===== src/hdl/wreg_stack_pkg.sv =====
// constants for working-register address formation and stack handling
package wreg_stack_pkg;
  localparam logic [7:0] slice_pointer_first_addr  = 8'hd6;
  localparam logic [7:0] slice_pointer_second_addr = 8'hd7;
  localparam logic [7:0] stack_pointer_byte_addr   = 8'hd9;
  localparam logic [7:0] flags_addr                = 8'hd5;
  localparam logic [7:0] slice_pointer_first_rst   = 8'hc0;
  localparam logic [7:0] slice_pointer_second_rst  = 8'hc8;
  localparam logic [3:0] wreg_prefix               = 4'hc;
  localparam logic [7:0] stack_pointer_seed        = 8'h00;
  localparam int         ptr_hi_bits               = 5;
  localparam int         slice_bits                = 3;

  // addressing modes
  typedef enum logic [2:0] {
    mode_reg      = 3'h0,
    mode_ind_reg  = 3'h1,
    mode_indexed  = 3'h2,
    mode_direct   = 3'h3,
    mode_ind_addr = 3'h4,
    mode_relative = 3'h5,
    mode_immed    = 3'h6
  } addr_mode_t;

  // stack operation kinds
  typedef enum logic [3:0] {
    op_none      = 4'h0,
    op_push      = 4'h1,
    op_pop       = 4'h2,
    op_call      = 4'h3,
    op_ret       = 4'h4,
    op_intr      = 4'h5,
    op_interrupt_return      = 4'h6,
    op_upush_inc = 4'h7,
    op_upush_dec = 4'h8,
    op_upop_inc  = 4'h9,
    op_upop_dec  = 4'ha
  } stack_op_t;

  // sequencer states, gray along interrupt and interrupt-return path up to done
  typedef enum logic [2:0] {
    st_idle  = 3'b000,
    st_step1 = 3'b001,
    st_step2 = 3'b011,
    st_step3 = 3'b010,
    st_done  = 3'b110
  } seq_state_t;
endpackage : wreg_stack_pkg

===== src/hdl/working_register_address_and_stack.sv =====
// working-register address formation, register file and stack sequencer
// What this block does
// - 4-bit operand msb picks first (0) or second (1) slice pointer
// - upper five bits of chosen pointer form upper five address bits
// - operand low three bits fill the address low bits
// - 8-bit operand with upper nibble 1100b resolves as a 4-bit operand
// - in 8-bit working addressing bit 3 picks the pointer
// - push decrements stack pointer first, then writes the byte
// - pop reads at stack pointer, then increments it
// - stack pointer always addresses most recently pushed entry
// - call pushes program counter, return reloads it
// - interrupt pushes counter and flags, interrupt return pops both
// - stack pointer is one byte at d9h, stack lives in register file
// - stack pointer has no defined value after reset
// - four user-stack push/pop forms using any register as pointer
// - register mode reads the named single register byte as operand
// - seven operand addressing modes are supported
// - slice pointers live at d6h and d7h, writable
// - after reset pointers select c0h-c7h and c8h-cfh
`timescale 1ns/1ps
module working_register_address_and_stack #(
  parameter int DATA_W = 8
) (
  // clock and reset
  input  wire logic                            clk_sys_i,
  input  wire logic                            rst_i,
  // register port
  input  wire logic [7:0]                      reg_addr_i,
  input  wire logic [7:0]                      reg_wdata_i,
  input  wire logic                            reg_wr_i,
  input  wire logic                            reg_rd_i,
  output logic      [7:0]                      reg_rdata_o,
  // operand resolution
  input  wire logic                            opnd_valid_i,
  input  wire logic [7:0]                      opnd_i,
  input  wire logic                            opnd_short_i,
  input  wire logic [2:0]                      opnd_mode_i,
  output logic      [7:0]                      opnd_addr_o,
  output logic      [7:0]                      opnd_value_o,
  output logic                                 opnd_is_wreg_o,
  output logic                                 opnd_bad_mode_o,
  // stack requests
  input  wire logic                            stk_req_i,
  input  wire logic [3:0]                      stk_op_i,
  input  wire logic [7:0]                      stk_data_i,
  input  wire logic [15:0]                     stk_pc_i,
  input  wire logic [7:0]                      stk_uptr_i,
  output logic                                 stk_busy_o,
  output logic                                 stk_done_o,
  output logic      [7:0]                      stk_data_o,
  output logic      [15:0]                     stk_pc_o,
  output logic      [7:0]                      stk_flags_o,
  output logic      [7:0]                      stk_uptr_o,
  output logic      [7:0]                      stack_top_pointer_o
);
  if (DATA_W != 8) begin : g_width_check
    $error("register file is byte wide only");
  end

  ////////////////////////////////////////////////////////////////////
  // register file: slice pointers live inside it, stack pointer is a separate register mapped at d9h
  logic [7:0] rf      [256];
  logic [7:0] next_rf [256];
  logic [7:0] stack_top_pointer;
  logic [7:0] next_stack_top_pointer;
  wreg_stack_pkg::seq_state_t state, next_state;
  wreg_stack_pkg::stack_op_t  op, next_op;
  logic [7:0]  tmp_ptr, next_tmp_ptr;
  logic [15:0] pc_hold, next_pc_hold;
  logic [7:0]  data_hold, next_data_hold;
  logic [7:0]  flags_hold, next_flags_hold;
  logic        done, next_done;
  logic        busy, next_busy;
  logic [7:0]  rdata, next_rdata;
  logic [7:0]  waddr;
  logic [7:0]  wdata;
  logic        wen;

  wire logic [7:0] slice_pointer_first  = rf[wreg_stack_pkg::slice_pointer_first_addr];
  wire logic [7:0] slice_pointer_second = rf[wreg_stack_pkg::slice_pointer_second_addr];

  ////////////////////////////////////////////////////////////////////
  // operand address formation
  logic [7:0] next_opnd_addr;
  logic [7:0] next_opnd_value;
  logic       next_opnd_is_wreg;
  logic       next_opnd_bad;
  logic [7:0] opnd_addr, opnd_value;
  logic       opnd_is_wreg, opnd_bad;

  always_comb begin
    logic [3:0] nib;
    logic [7:0] ptr;
    logic       wreg;
    nib  = opnd_i[3:0];
    wreg = opnd_short_i || (opnd_i[7:4] == wreg_stack_pkg::wreg_prefix);
    ptr  = nib[3] ? slice_pointer_second : slice_pointer_first;
    next_opnd_is_wreg = wreg;
    if (wreg) begin
      // low pointer bits dropped so a misaligned pointer still hits its slice
      next_opnd_addr = {ptr[7:3], nib[2:0]};
    end else begin
      next_opnd_addr = opnd_i;
    end
    next_opnd_value = rf[next_opnd_addr];
    // a 1100b field always resolves through a pointer, so only the mode can be bad
    next_opnd_bad = (opnd_mode_i > 3'h6);
  end

  always_ff @(posedge clk_sys_i) begin
    if (rst_i) begin
      opnd_addr    <= 8'h00;
      opnd_value   <= 8'h00;
      opnd_is_wreg <= 1'b0;
      opnd_bad     <= 1'b0;
    end else if (opnd_valid_i) begin
      opnd_addr    <= next_opnd_addr;
      opnd_value   <= next_opnd_value;
      opnd_is_wreg <= next_opnd_is_wreg;
      opnd_bad     <= next_opnd_bad;
    end
  end

  ////////////////////////////////////////////////////////////////////
  // stack sequencer: one byte moved per cycle
  always_comb begin
    next_state      = state;
    next_op         = op;
    next_tmp_ptr    = tmp_ptr;
    next_pc_hold    = pc_hold;
    next_data_hold  = data_hold;
    next_flags_hold = flags_hold;
    next_done       = 1'b0;
    wen             = 1'b0;
    waddr           = 8'h00;
    wdata           = 8'h00;
    next_stack_top_pointer = stack_top_pointer;
    unique case (state)
      wreg_stack_pkg::st_idle: begin
        if (stk_req_i) begin
          next_op      = wreg_stack_pkg::stack_op_t'(stk_op_i);
          next_tmp_ptr = stk_uptr_i;
          next_pc_hold = stk_pc_i;
          next_state   = wreg_stack_pkg::st_step1;
        end else if (reg_wr_i) begin
          wen   = 1'b1;
          waddr = reg_addr_i;
          wdata = reg_wdata_i;
        end
      end
      wreg_stack_pkg::st_step1: begin
        next_state = wreg_stack_pkg::st_done;
        unique case (op)
          wreg_stack_pkg::op_push: begin
            next_stack_top_pointer = stack_top_pointer - 8'h01;
            wen   = 1'b1;
            waddr = stack_top_pointer - 8'h01;
            wdata = stk_data_i;
          end
          wreg_stack_pkg::op_pop: begin
            next_data_hold         = rf[stack_top_pointer];
            next_stack_top_pointer = stack_top_pointer + 8'h01;
          end
          wreg_stack_pkg::op_call, wreg_stack_pkg::op_intr: begin
            // low byte first so the high byte ends nearest the top
            next_stack_top_pointer = stack_top_pointer - 8'h01;
            wen   = 1'b1;
            waddr = stack_top_pointer - 8'h01;
            wdata = pc_hold[7:0];
            next_state = wreg_stack_pkg::st_step2;
          end
          wreg_stack_pkg::op_ret, wreg_stack_pkg::op_interrupt_return: begin
            if (op == wreg_stack_pkg::op_interrupt_return) begin
              next_flags_hold = rf[stack_top_pointer];
              // flags go back to their home register as well as the port
              wen   = 1'b1;
              waddr = wreg_stack_pkg::flags_addr;
              wdata = rf[stack_top_pointer];
              next_stack_top_pointer = stack_top_pointer + 8'h01;
              next_state = wreg_stack_pkg::st_step2;
            end else begin
              next_pc_hold[15:8] = rf[stack_top_pointer];
              next_stack_top_pointer = stack_top_pointer + 8'h01;
              next_state = wreg_stack_pkg::st_step3;
            end
          end
          wreg_stack_pkg::op_upush_inc, wreg_stack_pkg::op_upush_dec: begin
            next_tmp_ptr = (op == wreg_stack_pkg::op_upush_inc) ? tmp_ptr + 8'h01 : tmp_ptr - 8'h01;
            wen   = 1'b1;
            waddr = next_tmp_ptr;
            wdata = stk_data_i;
          end
          wreg_stack_pkg::op_upop_inc, wreg_stack_pkg::op_upop_dec: begin
            next_data_hold = rf[tmp_ptr];
            next_tmp_ptr = (op == wreg_stack_pkg::op_upop_inc) ? tmp_ptr + 8'h01 : tmp_ptr - 8'h01;
          end
          default: ;
        endcase
      end
      wreg_stack_pkg::st_step2: begin
        next_state = wreg_stack_pkg::st_step3;
        if (op == wreg_stack_pkg::op_interrupt_return) begin
          next_pc_hold[15:8] = rf[stack_top_pointer];
          next_stack_top_pointer = stack_top_pointer + 8'h01;
        end else begin
          next_stack_top_pointer = stack_top_pointer - 8'h01;
          wen   = 1'b1;
          waddr = stack_top_pointer - 8'h01;
          wdata = pc_hold[15:8];
          if (op == wreg_stack_pkg::op_call) next_state = wreg_stack_pkg::st_done;
        end
      end
      wreg_stack_pkg::st_step3: begin
        next_state = wreg_stack_pkg::st_done;
        if (op == wreg_stack_pkg::op_intr) begin
          next_stack_top_pointer = stack_top_pointer - 8'h01;
          wen   = 1'b1;
          waddr = stack_top_pointer - 8'h01;
          wdata = rf[wreg_stack_pkg::flags_addr];
        end else begin
          next_pc_hold[7:0] = rf[stack_top_pointer];
          next_stack_top_pointer = stack_top_pointer + 8'h01;
        end
      end
      wreg_stack_pkg::st_done: begin
        next_done  = 1'b1;
        next_state = wreg_stack_pkg::st_idle;
      end
      default: next_state = wreg_stack_pkg::st_idle;
    endcase
    // the pointer byte is shadowed so the sequencer and software agree
    if (wen && waddr == wreg_stack_pkg::stack_pointer_byte_addr) next_stack_top_pointer = wdata;
    next_busy = (next_state != wreg_stack_pkg::st_idle);
    next_rdata = reg_rd_i ? ((reg_addr_i == wreg_stack_pkg::stack_pointer_byte_addr) ?
                             stack_top_pointer : rf[reg_addr_i]) : 8'h00;
  end

  always_comb begin
    for (int i = 0; i < 256; i++) begin
      next_rf[i] = (wen && waddr == 8'(i)) ? wdata : rf[i];
    end
  end

  // stack pointer left out of reset on purpose
  always_ff @(posedge clk_sys_i) begin
    stack_top_pointer <= next_stack_top_pointer;
    rf                <= next_rf;
    if (rst_i) begin
      rf[wreg_stack_pkg::slice_pointer_first_addr]  <= wreg_stack_pkg::slice_pointer_first_rst;
      rf[wreg_stack_pkg::slice_pointer_second_addr] <= wreg_stack_pkg::slice_pointer_second_rst;
    end
  end

  always_ff @(posedge clk_sys_i) begin
    if (rst_i) begin
      state      <= wreg_stack_pkg::st_idle;
      op         <= wreg_stack_pkg::op_none;
      tmp_ptr    <= 8'h00;
      pc_hold    <= 16'h0000;
      data_hold  <= 8'h00;
      flags_hold <= 8'h00;
      done       <= 1'b0;
      rdata      <= 8'h00;
      busy       <= 1'b0;
    end else begin
      state      <= next_state;
      op         <= next_op;
      tmp_ptr    <= next_tmp_ptr;
      pc_hold    <= next_pc_hold;
      data_hold  <= next_data_hold;
      flags_hold <= next_flags_hold;
      done       <= next_done;
      rdata      <= next_rdata;
      busy       <= next_busy;
    end
  end

  assign reg_rdata_o         = rdata;
  assign opnd_addr_o         = opnd_addr;
  assign opnd_value_o        = opnd_value;
  assign opnd_is_wreg_o      = opnd_is_wreg;
  assign opnd_bad_mode_o     = opnd_bad;
  assign stk_busy_o          = busy;
  assign stk_done_o          = done;
  assign stk_data_o          = data_hold;
  assign stk_pc_o            = pc_hold;
  assign stk_flags_o         = flags_hold;
  assign stk_uptr_o          = tmp_ptr;
  assign stack_top_pointer_o = stack_top_pointer;
endmodule : working_register_address_and_stack


===== config.mk =====
export PLATFORM = sky130hd
export DESIGN_NAME = working_register_address_and_stack
export DESIGN_NICKNAME = d
export VERILOG_FILES = /design/src/hdl/wreg_stack_pkg.sv /design/src/hdl/working_register_address_and_stack.sv
export SDC_FILE = /design/constraint.sdc
export NUM_CORES = 2
export LEC_CHECK = 0
export BUFFER_PORTS_ARGS = -buffer_cell sky130_fd_sc_hd__buf_2
export CORE_ASPECT_RATIO = 0.5
export CORE_MARGIN = 4
export CORE_UTILIZATION = 28
export DETAILED_ROUTE_END_ITERATION = 10
export GPL_ROUTABILITY_DRIVEN = 0
export PLACE_DENSITY_LB_ADDON = 0.12
export SYNTH_ARGS = -nofsm -noshare
export SYNTH_HDL_FRONTEND = slang
export SYNTH_SLANG_ARGS = --single-unit

===== constraint.sdc =====
create_clock -name clk_sys_i -period 9.8 [get_ports clk_sys_i]
set_input_delay 0.98 -clock clk_sys_i [delete_from_list [all_inputs] [get_ports clk_sys_i]]
set_output_delay 0.98 -clock clk_sys_i [all_outputs]
set_load 0.01 [all_outputs]

### After elaboration in Yosys (flattened, before gate mapping)

Index checks and enable logic that the tools add are counted.
W data, S select, Z words.

* input port bits: 70
* flip-flop bits (word level): 2131

* mux-type cells: 61
* eq/ne operators: 278
* reduce and logical (&&, ||, !) cells: 281
* $lt $le $gt $ge: 5
* add/sub/neg operators: 4
* bitwise logic cells: 5

Operators by type and width (number)
* $eq A8 B8 Y1 const B: 129
* $eq A8 B7 Y1 const B: 64
* $bmux W8 S8: 4
* $eq A8 B6 Y1 const B: 32
* $logic_and A1 B1 Y1: 256
* $mux W8: 31
* $eq A8 B5 Y1 const B: 16
* $pmux W8 S3: 4
* $pmux W8 S2: 5
* $eq A8 B4 Y1 const B: 8
* $pmux W8 S4: 2
* $ge A9 B9 Y1 const B: 4
* $not A8 Y9: 4
* $eq A8 B3 Y1 const B: 4
* $add A8 B1 Y8 const B: 2
* $eq A4 B3 Y1 const B: 4
* $eq A4 B4 Y1 const B: 4
* $eq A8 B2 Y1 const B: 2
* $mux W16: 1
* $sub A8 B1 Y8 const B: 2
* $pmux W3 S4: 1
* $reduce_or A2 Y1: 5
* $mux W3: 3
* $reduce_and A3 Y1: 3
* 26 further kinds: 44

### Longest topological paths before layout

* depth after elaboration: 8
* mapped depth: 17

### Least setup slack after synthesis

No wires, ideal clock.

* kind: register to register
* from: reg stack_top_pointer[0], in the netlist stack_top_pointer_o[0]
* to: reg rf[1005] in the netlist's numbering, data pin
* setup time: 1.495 ns
* stages on the path, launching flop included: 15
* path slack: -0.866 ns
* arrival time: 9.171 ns
* cell sequence: edfxtp_1 > buf_4 > buf_4 > buf_4 > buf_4 > buf_4 > buf_4 > mux2i_1 > a221oi_1 > a21oi_1 > nor2_1 > o211ai_1 > a22oi_1 > mux2i_1 > o21bai_1

* word-level cells in the longest chain between the ends: 7

Ends and longest elaborated chain
* start, declared: line working_register_address_and_stack.sv:64 `logic [7:0] stack_top_pointer;`
* start signal, assigned: line working_register_address_and_stack.sv:246 `stack_top_pointer <= next_stack_top_pointer;`
* $not A8 Y9 (implied by the code): line working_register_address_and_stack.sv:178 `wdata = rf[stack_top_pointer];`
* $bmux W8 S8: line working_register_address_and_stack.sv:178
* $mux W8 (implied by the code) (2 in series): line working_register_address_and_stack.sv:178
* $mux W8: line working_register_address_and_stack.sv:173 `if (op == wreg_stack_pkg::op_interrupt_return) begin`
* $pmux W8 S3: line working_register_address_and_stack.sv:153 `unique case (op)`
* $pmux W8 S4: line working_register_address_and_stack.sv:138 `unique case (state)`
* via wdata[5]: line working_register_address_and_stack.sv:76 `logic [7:0] wdata;`
* end signal, assigned: line working_register_address_and_stack.sv:247 `rf <= next_rf;`
* end signal, assigned by index: line working_register_address_and_stack.sv:249 `rf[wreg_stack_pkg::slice_pointer_first_addr] <= wreg_stack_pkg::slice_pointer_first_rst;`
* end signal, assigned by index: line working_register_address_and_stack.sv:250 `rf[wreg_stack_pkg::slice_pointer_second_addr] <= wreg_stack_pkg::slice_pointer_second_rst;`
* end, declared: line working_register_address_and_stack.sv:62 `logic [7:0] rf [256];`

The timed path passes the listed nets, and every way through them passes these cells. The select of a mux whose other input is x is not followed.
A chain may end at the register's enable or synchronous reset.

### Final worst setup path

* from: reg stack_top_pointer[0], in the netlist stack_top_pointer_o[0]
* to: reg rf[695] in the netlist's numbering, data pin

The elaborated chain is that of the path after synthesis.

==> flow_summary.ini <==
[run_status]
status = finished with violations
violations = max-capacitance violations, max-slew violations

[hold_path]
whs_path_depth = 3
hold_class = primary input to flop

[cts]
cts-root-buf = clkbuf_16
clock-sinks = 2131
clkTransAtPathRegs_ps = 70
htreeDepth = 4
cts_setup_buffers = 0
clk-insertion-delay-late_ps = 990
cts_buffer_depth = 4
cts_resized = 0
tritoncts = done
numCtsBuffers = 236
postCtsHoldBufs = 0

[timing]
fin_crit_ps = 7400
fmax_mhz = 135
finalClockSkew_ps = 73.0
relSlewSlack = -0.0881
tightest_slew_ps = 1630
hold_viol = 0
setup_violations = 0
fin_tns_setup_ps = 0
rsz0062_at_grt = no
slew_violations = 23
fin_crit_sh = 0.755

[setup_path]
slowest_delay_ps = 1060
critPathArrivalTime_ps = 7960
critPathMostFrequentCell = buf_4
path_delay_family = buffers and inverters
path_cells = buf_4 > buf_4 > or3b_2 > buf_4 > o22ai_1 > nor4b_1 > o21ai_1 > a31o_2 > a21oi_1 > nor2_4 > buf_12 > buf_4
crit_path_top_delay_cell = nor4b_1
cp_data_required_time_ps = 10360
cp-end-kind = flop
critPathBufInv = 5
cp_num_cells = 12
worstPathMaxFanout = 145
start_kind = flop
reg2reg_depth = 12
worstSetupPathType = flop to flop

[layout]
nNetsFinal = 7672
final_util = 0.320
fillers = 45300
register_area_um2 = 63100
multiInputGateArea_um2 = 66800
drive_gt1_frac = 0.447
area_growth_pct = 13.4

[floorplanning]
core-area_um2 = 471000
fp.dieW_um = 982
initial_core_util = 0.282
num_rows = 178
die_h_um = 495
io_pins = 146
dieArea_um2 = 486000

[global_route]
gr-usage-met3 = 0.102
met1_usage = 0.373
grt_max_degree = 146
grt_antenna_before_repair = 78
grtUsageMet2 = 0.403
busiest_layer = met2
grt_pass1_wl_um = 901000
grt_pass1_vias = 89000
overflow = 0
track_usage = 0.276

[synth]
synth_top_area_share = 0.461
synth_area_leaders = edfxtp_1, mux4_2, mux2i_1
synth_edf_count = 2040
syn_area_um2 = 133000
synthFlopType = edfxtp_1
syn_nets = 7606
ys_warn_count = 0
ys_async_sr_fraction = 0
synth_cell_types = 89
synth_top_area_cell = edfxtp_1
syn_avg_cell_area_um2 = 17.6
ys_seq_elements = 2131
ys_seq_area_frac = 0.475
synthCells = 7532

[drt]
first_pass_iters = 8
post-route-drc-count = 0
detail-route-antenna-nets = 0
routed_wirelength_um = 691000
wl_per_cell_um = 48.9
vias = 93700
drtIter0Drc = 15600
routed_via_density = 6.63

[power]
p_leak_nw = 47.5
power_density_nw_per_um2 = 169
irDropWorstVdd_v = 0.000136

[place]
dpl.hpwl_um = 462000
numPortBuffers = 145

[job]
maxCapViolations = 7
[placed cells by master, fill, tap and decap left out, drive strengths merged, types with 68 or more instances in the layout]
cell / count
mux4: 2295
edfxtp: 2040
buf: 614
nand2: 408
nor2: 399
mux2i: 283
clkbuf: 278
a21oi: 148
a22oi: 135
o21ai: 99
dfxtp: 91
clkinv: 90
nand3: 68
[final cells by class]
| cell class | count | area share |
|---|---|---|
| multi-input cells | 4594 | 0.443 |
| flip-flops and latches | 2131 | 0.419 |
| well taps | 6300 | 0.0523 |
| clock buffers | 278 | 0.0411 |
| repair buffers | 614 | 0.0331 |
| clock inverters | 145 | 0.0103 |
| diodes | 48 | 0.000797 |
| inverters | 21 | 0.000581 |
[report_power, final]
group,switching (mW),internal [mW],total (mW)
registers,0.117,10.0,10.1
logic,3.93,2.01,5.94
clock network,4.15,5.29,9.44
[final timing paths]
kind / from / slack (ps) / endpoint
worst min-delay path: stk_op_i[3] / 280 / op[3]
worst min register to register: opnd_bad_mode_o / 460 / opnd_bad_mode_o
worst max register to register: stack_top_pointer_o[0] / 2400 / rf[695]
worst max-delay path: stack_top_pointer_o[0] / 2400 / rf[695]
[per-stage QoR]
stage               power (mW)  cells  cell area (um^2)  setup slack [ps]  hold slack, ps
detailed placement        16.1  13700            143000              2600             450
finish                    25.5  14100            151000              2400             278
CTS                       25.4  14100            151000              2560             224
global route              26.0  14100            151000              2550             280
global placement          16.1  13700            143000              2100             443
floorplan                 13.3   7532            133000              2580             458
[flip-flops by register name, summed over array words and instances, names as in the netlist, 3 cells and up]
register              count
reg_rdata_o               8
op                        4
stack_top_pointer_o       8
rf                     2032
slice_pointer_first       8
opnd_addr_o               8
slice_pointer_second      8
stk_pc_o                 16
stk_flags_o               8
opnd_value_o              8
stk_data_o                8
state                     3
stk_uptr_o                8
[synthesized netlist by cell type (24+ instances only)]
library cell and instances:
buf_2 191, o221ai_1 40, a22o_1 54, nor2b_1 24, buf_4 38, nand2_1 408, nor2_1 398, a21oi_1 147
edfxtp_1 2040, nand3_1 68, a32oi_1 45, a211oi_1 31, o22ai_1 29, a31oi_1 27, clkbuf_1 405, mux4_2 2295
mux2i_1 283, o21ai_0 94, a221oi_1 59, mux2_2 33, o31ai_1 29, a22oi_1 135, o211ai_1 40, nand4_1 38
dfxtp_1 91, nor3_1 25, buf_1 137
[kinds of logic (layout without fill, tap and decap cells)]
| group | Yosys count | in the layout | share of synthesized area |
|---|---|---|---|
| simple gates | 1095 | 1095 | 0.0367 |
| mux | 2611 | 2611 | 0.413 |
| buf+inv | 807 | 1058 | 0.0265 |
| xor+xnor | 20 | 20 | 0.00132 |
| compound gates | 864 | 864 | 0.0474 |
| fa+ha+maj | 4 | 4 | 0.000377 |
| other cells | 0 | 48 | 0 |
| flops | 2131 | 2131 | 0.475 |
[worst min-delay path, cell delays in order]
cell and delay [ps]:
buf_2 100, nand2_1 50, a21oi_1 50
[per-layer routing]
| layer | up-vias | part of all wire |
|---|---|---|
| li1 | 33600 | - |
| met1 | 52200 | 0.40 |
| met2 | 6686 | 0.43 |
| met3 | 1166 | 0.12 |
| met4 | 44 | 0.047 |
| met5 | - | 0.00058 |
Power figures use the tool's default switching activity.
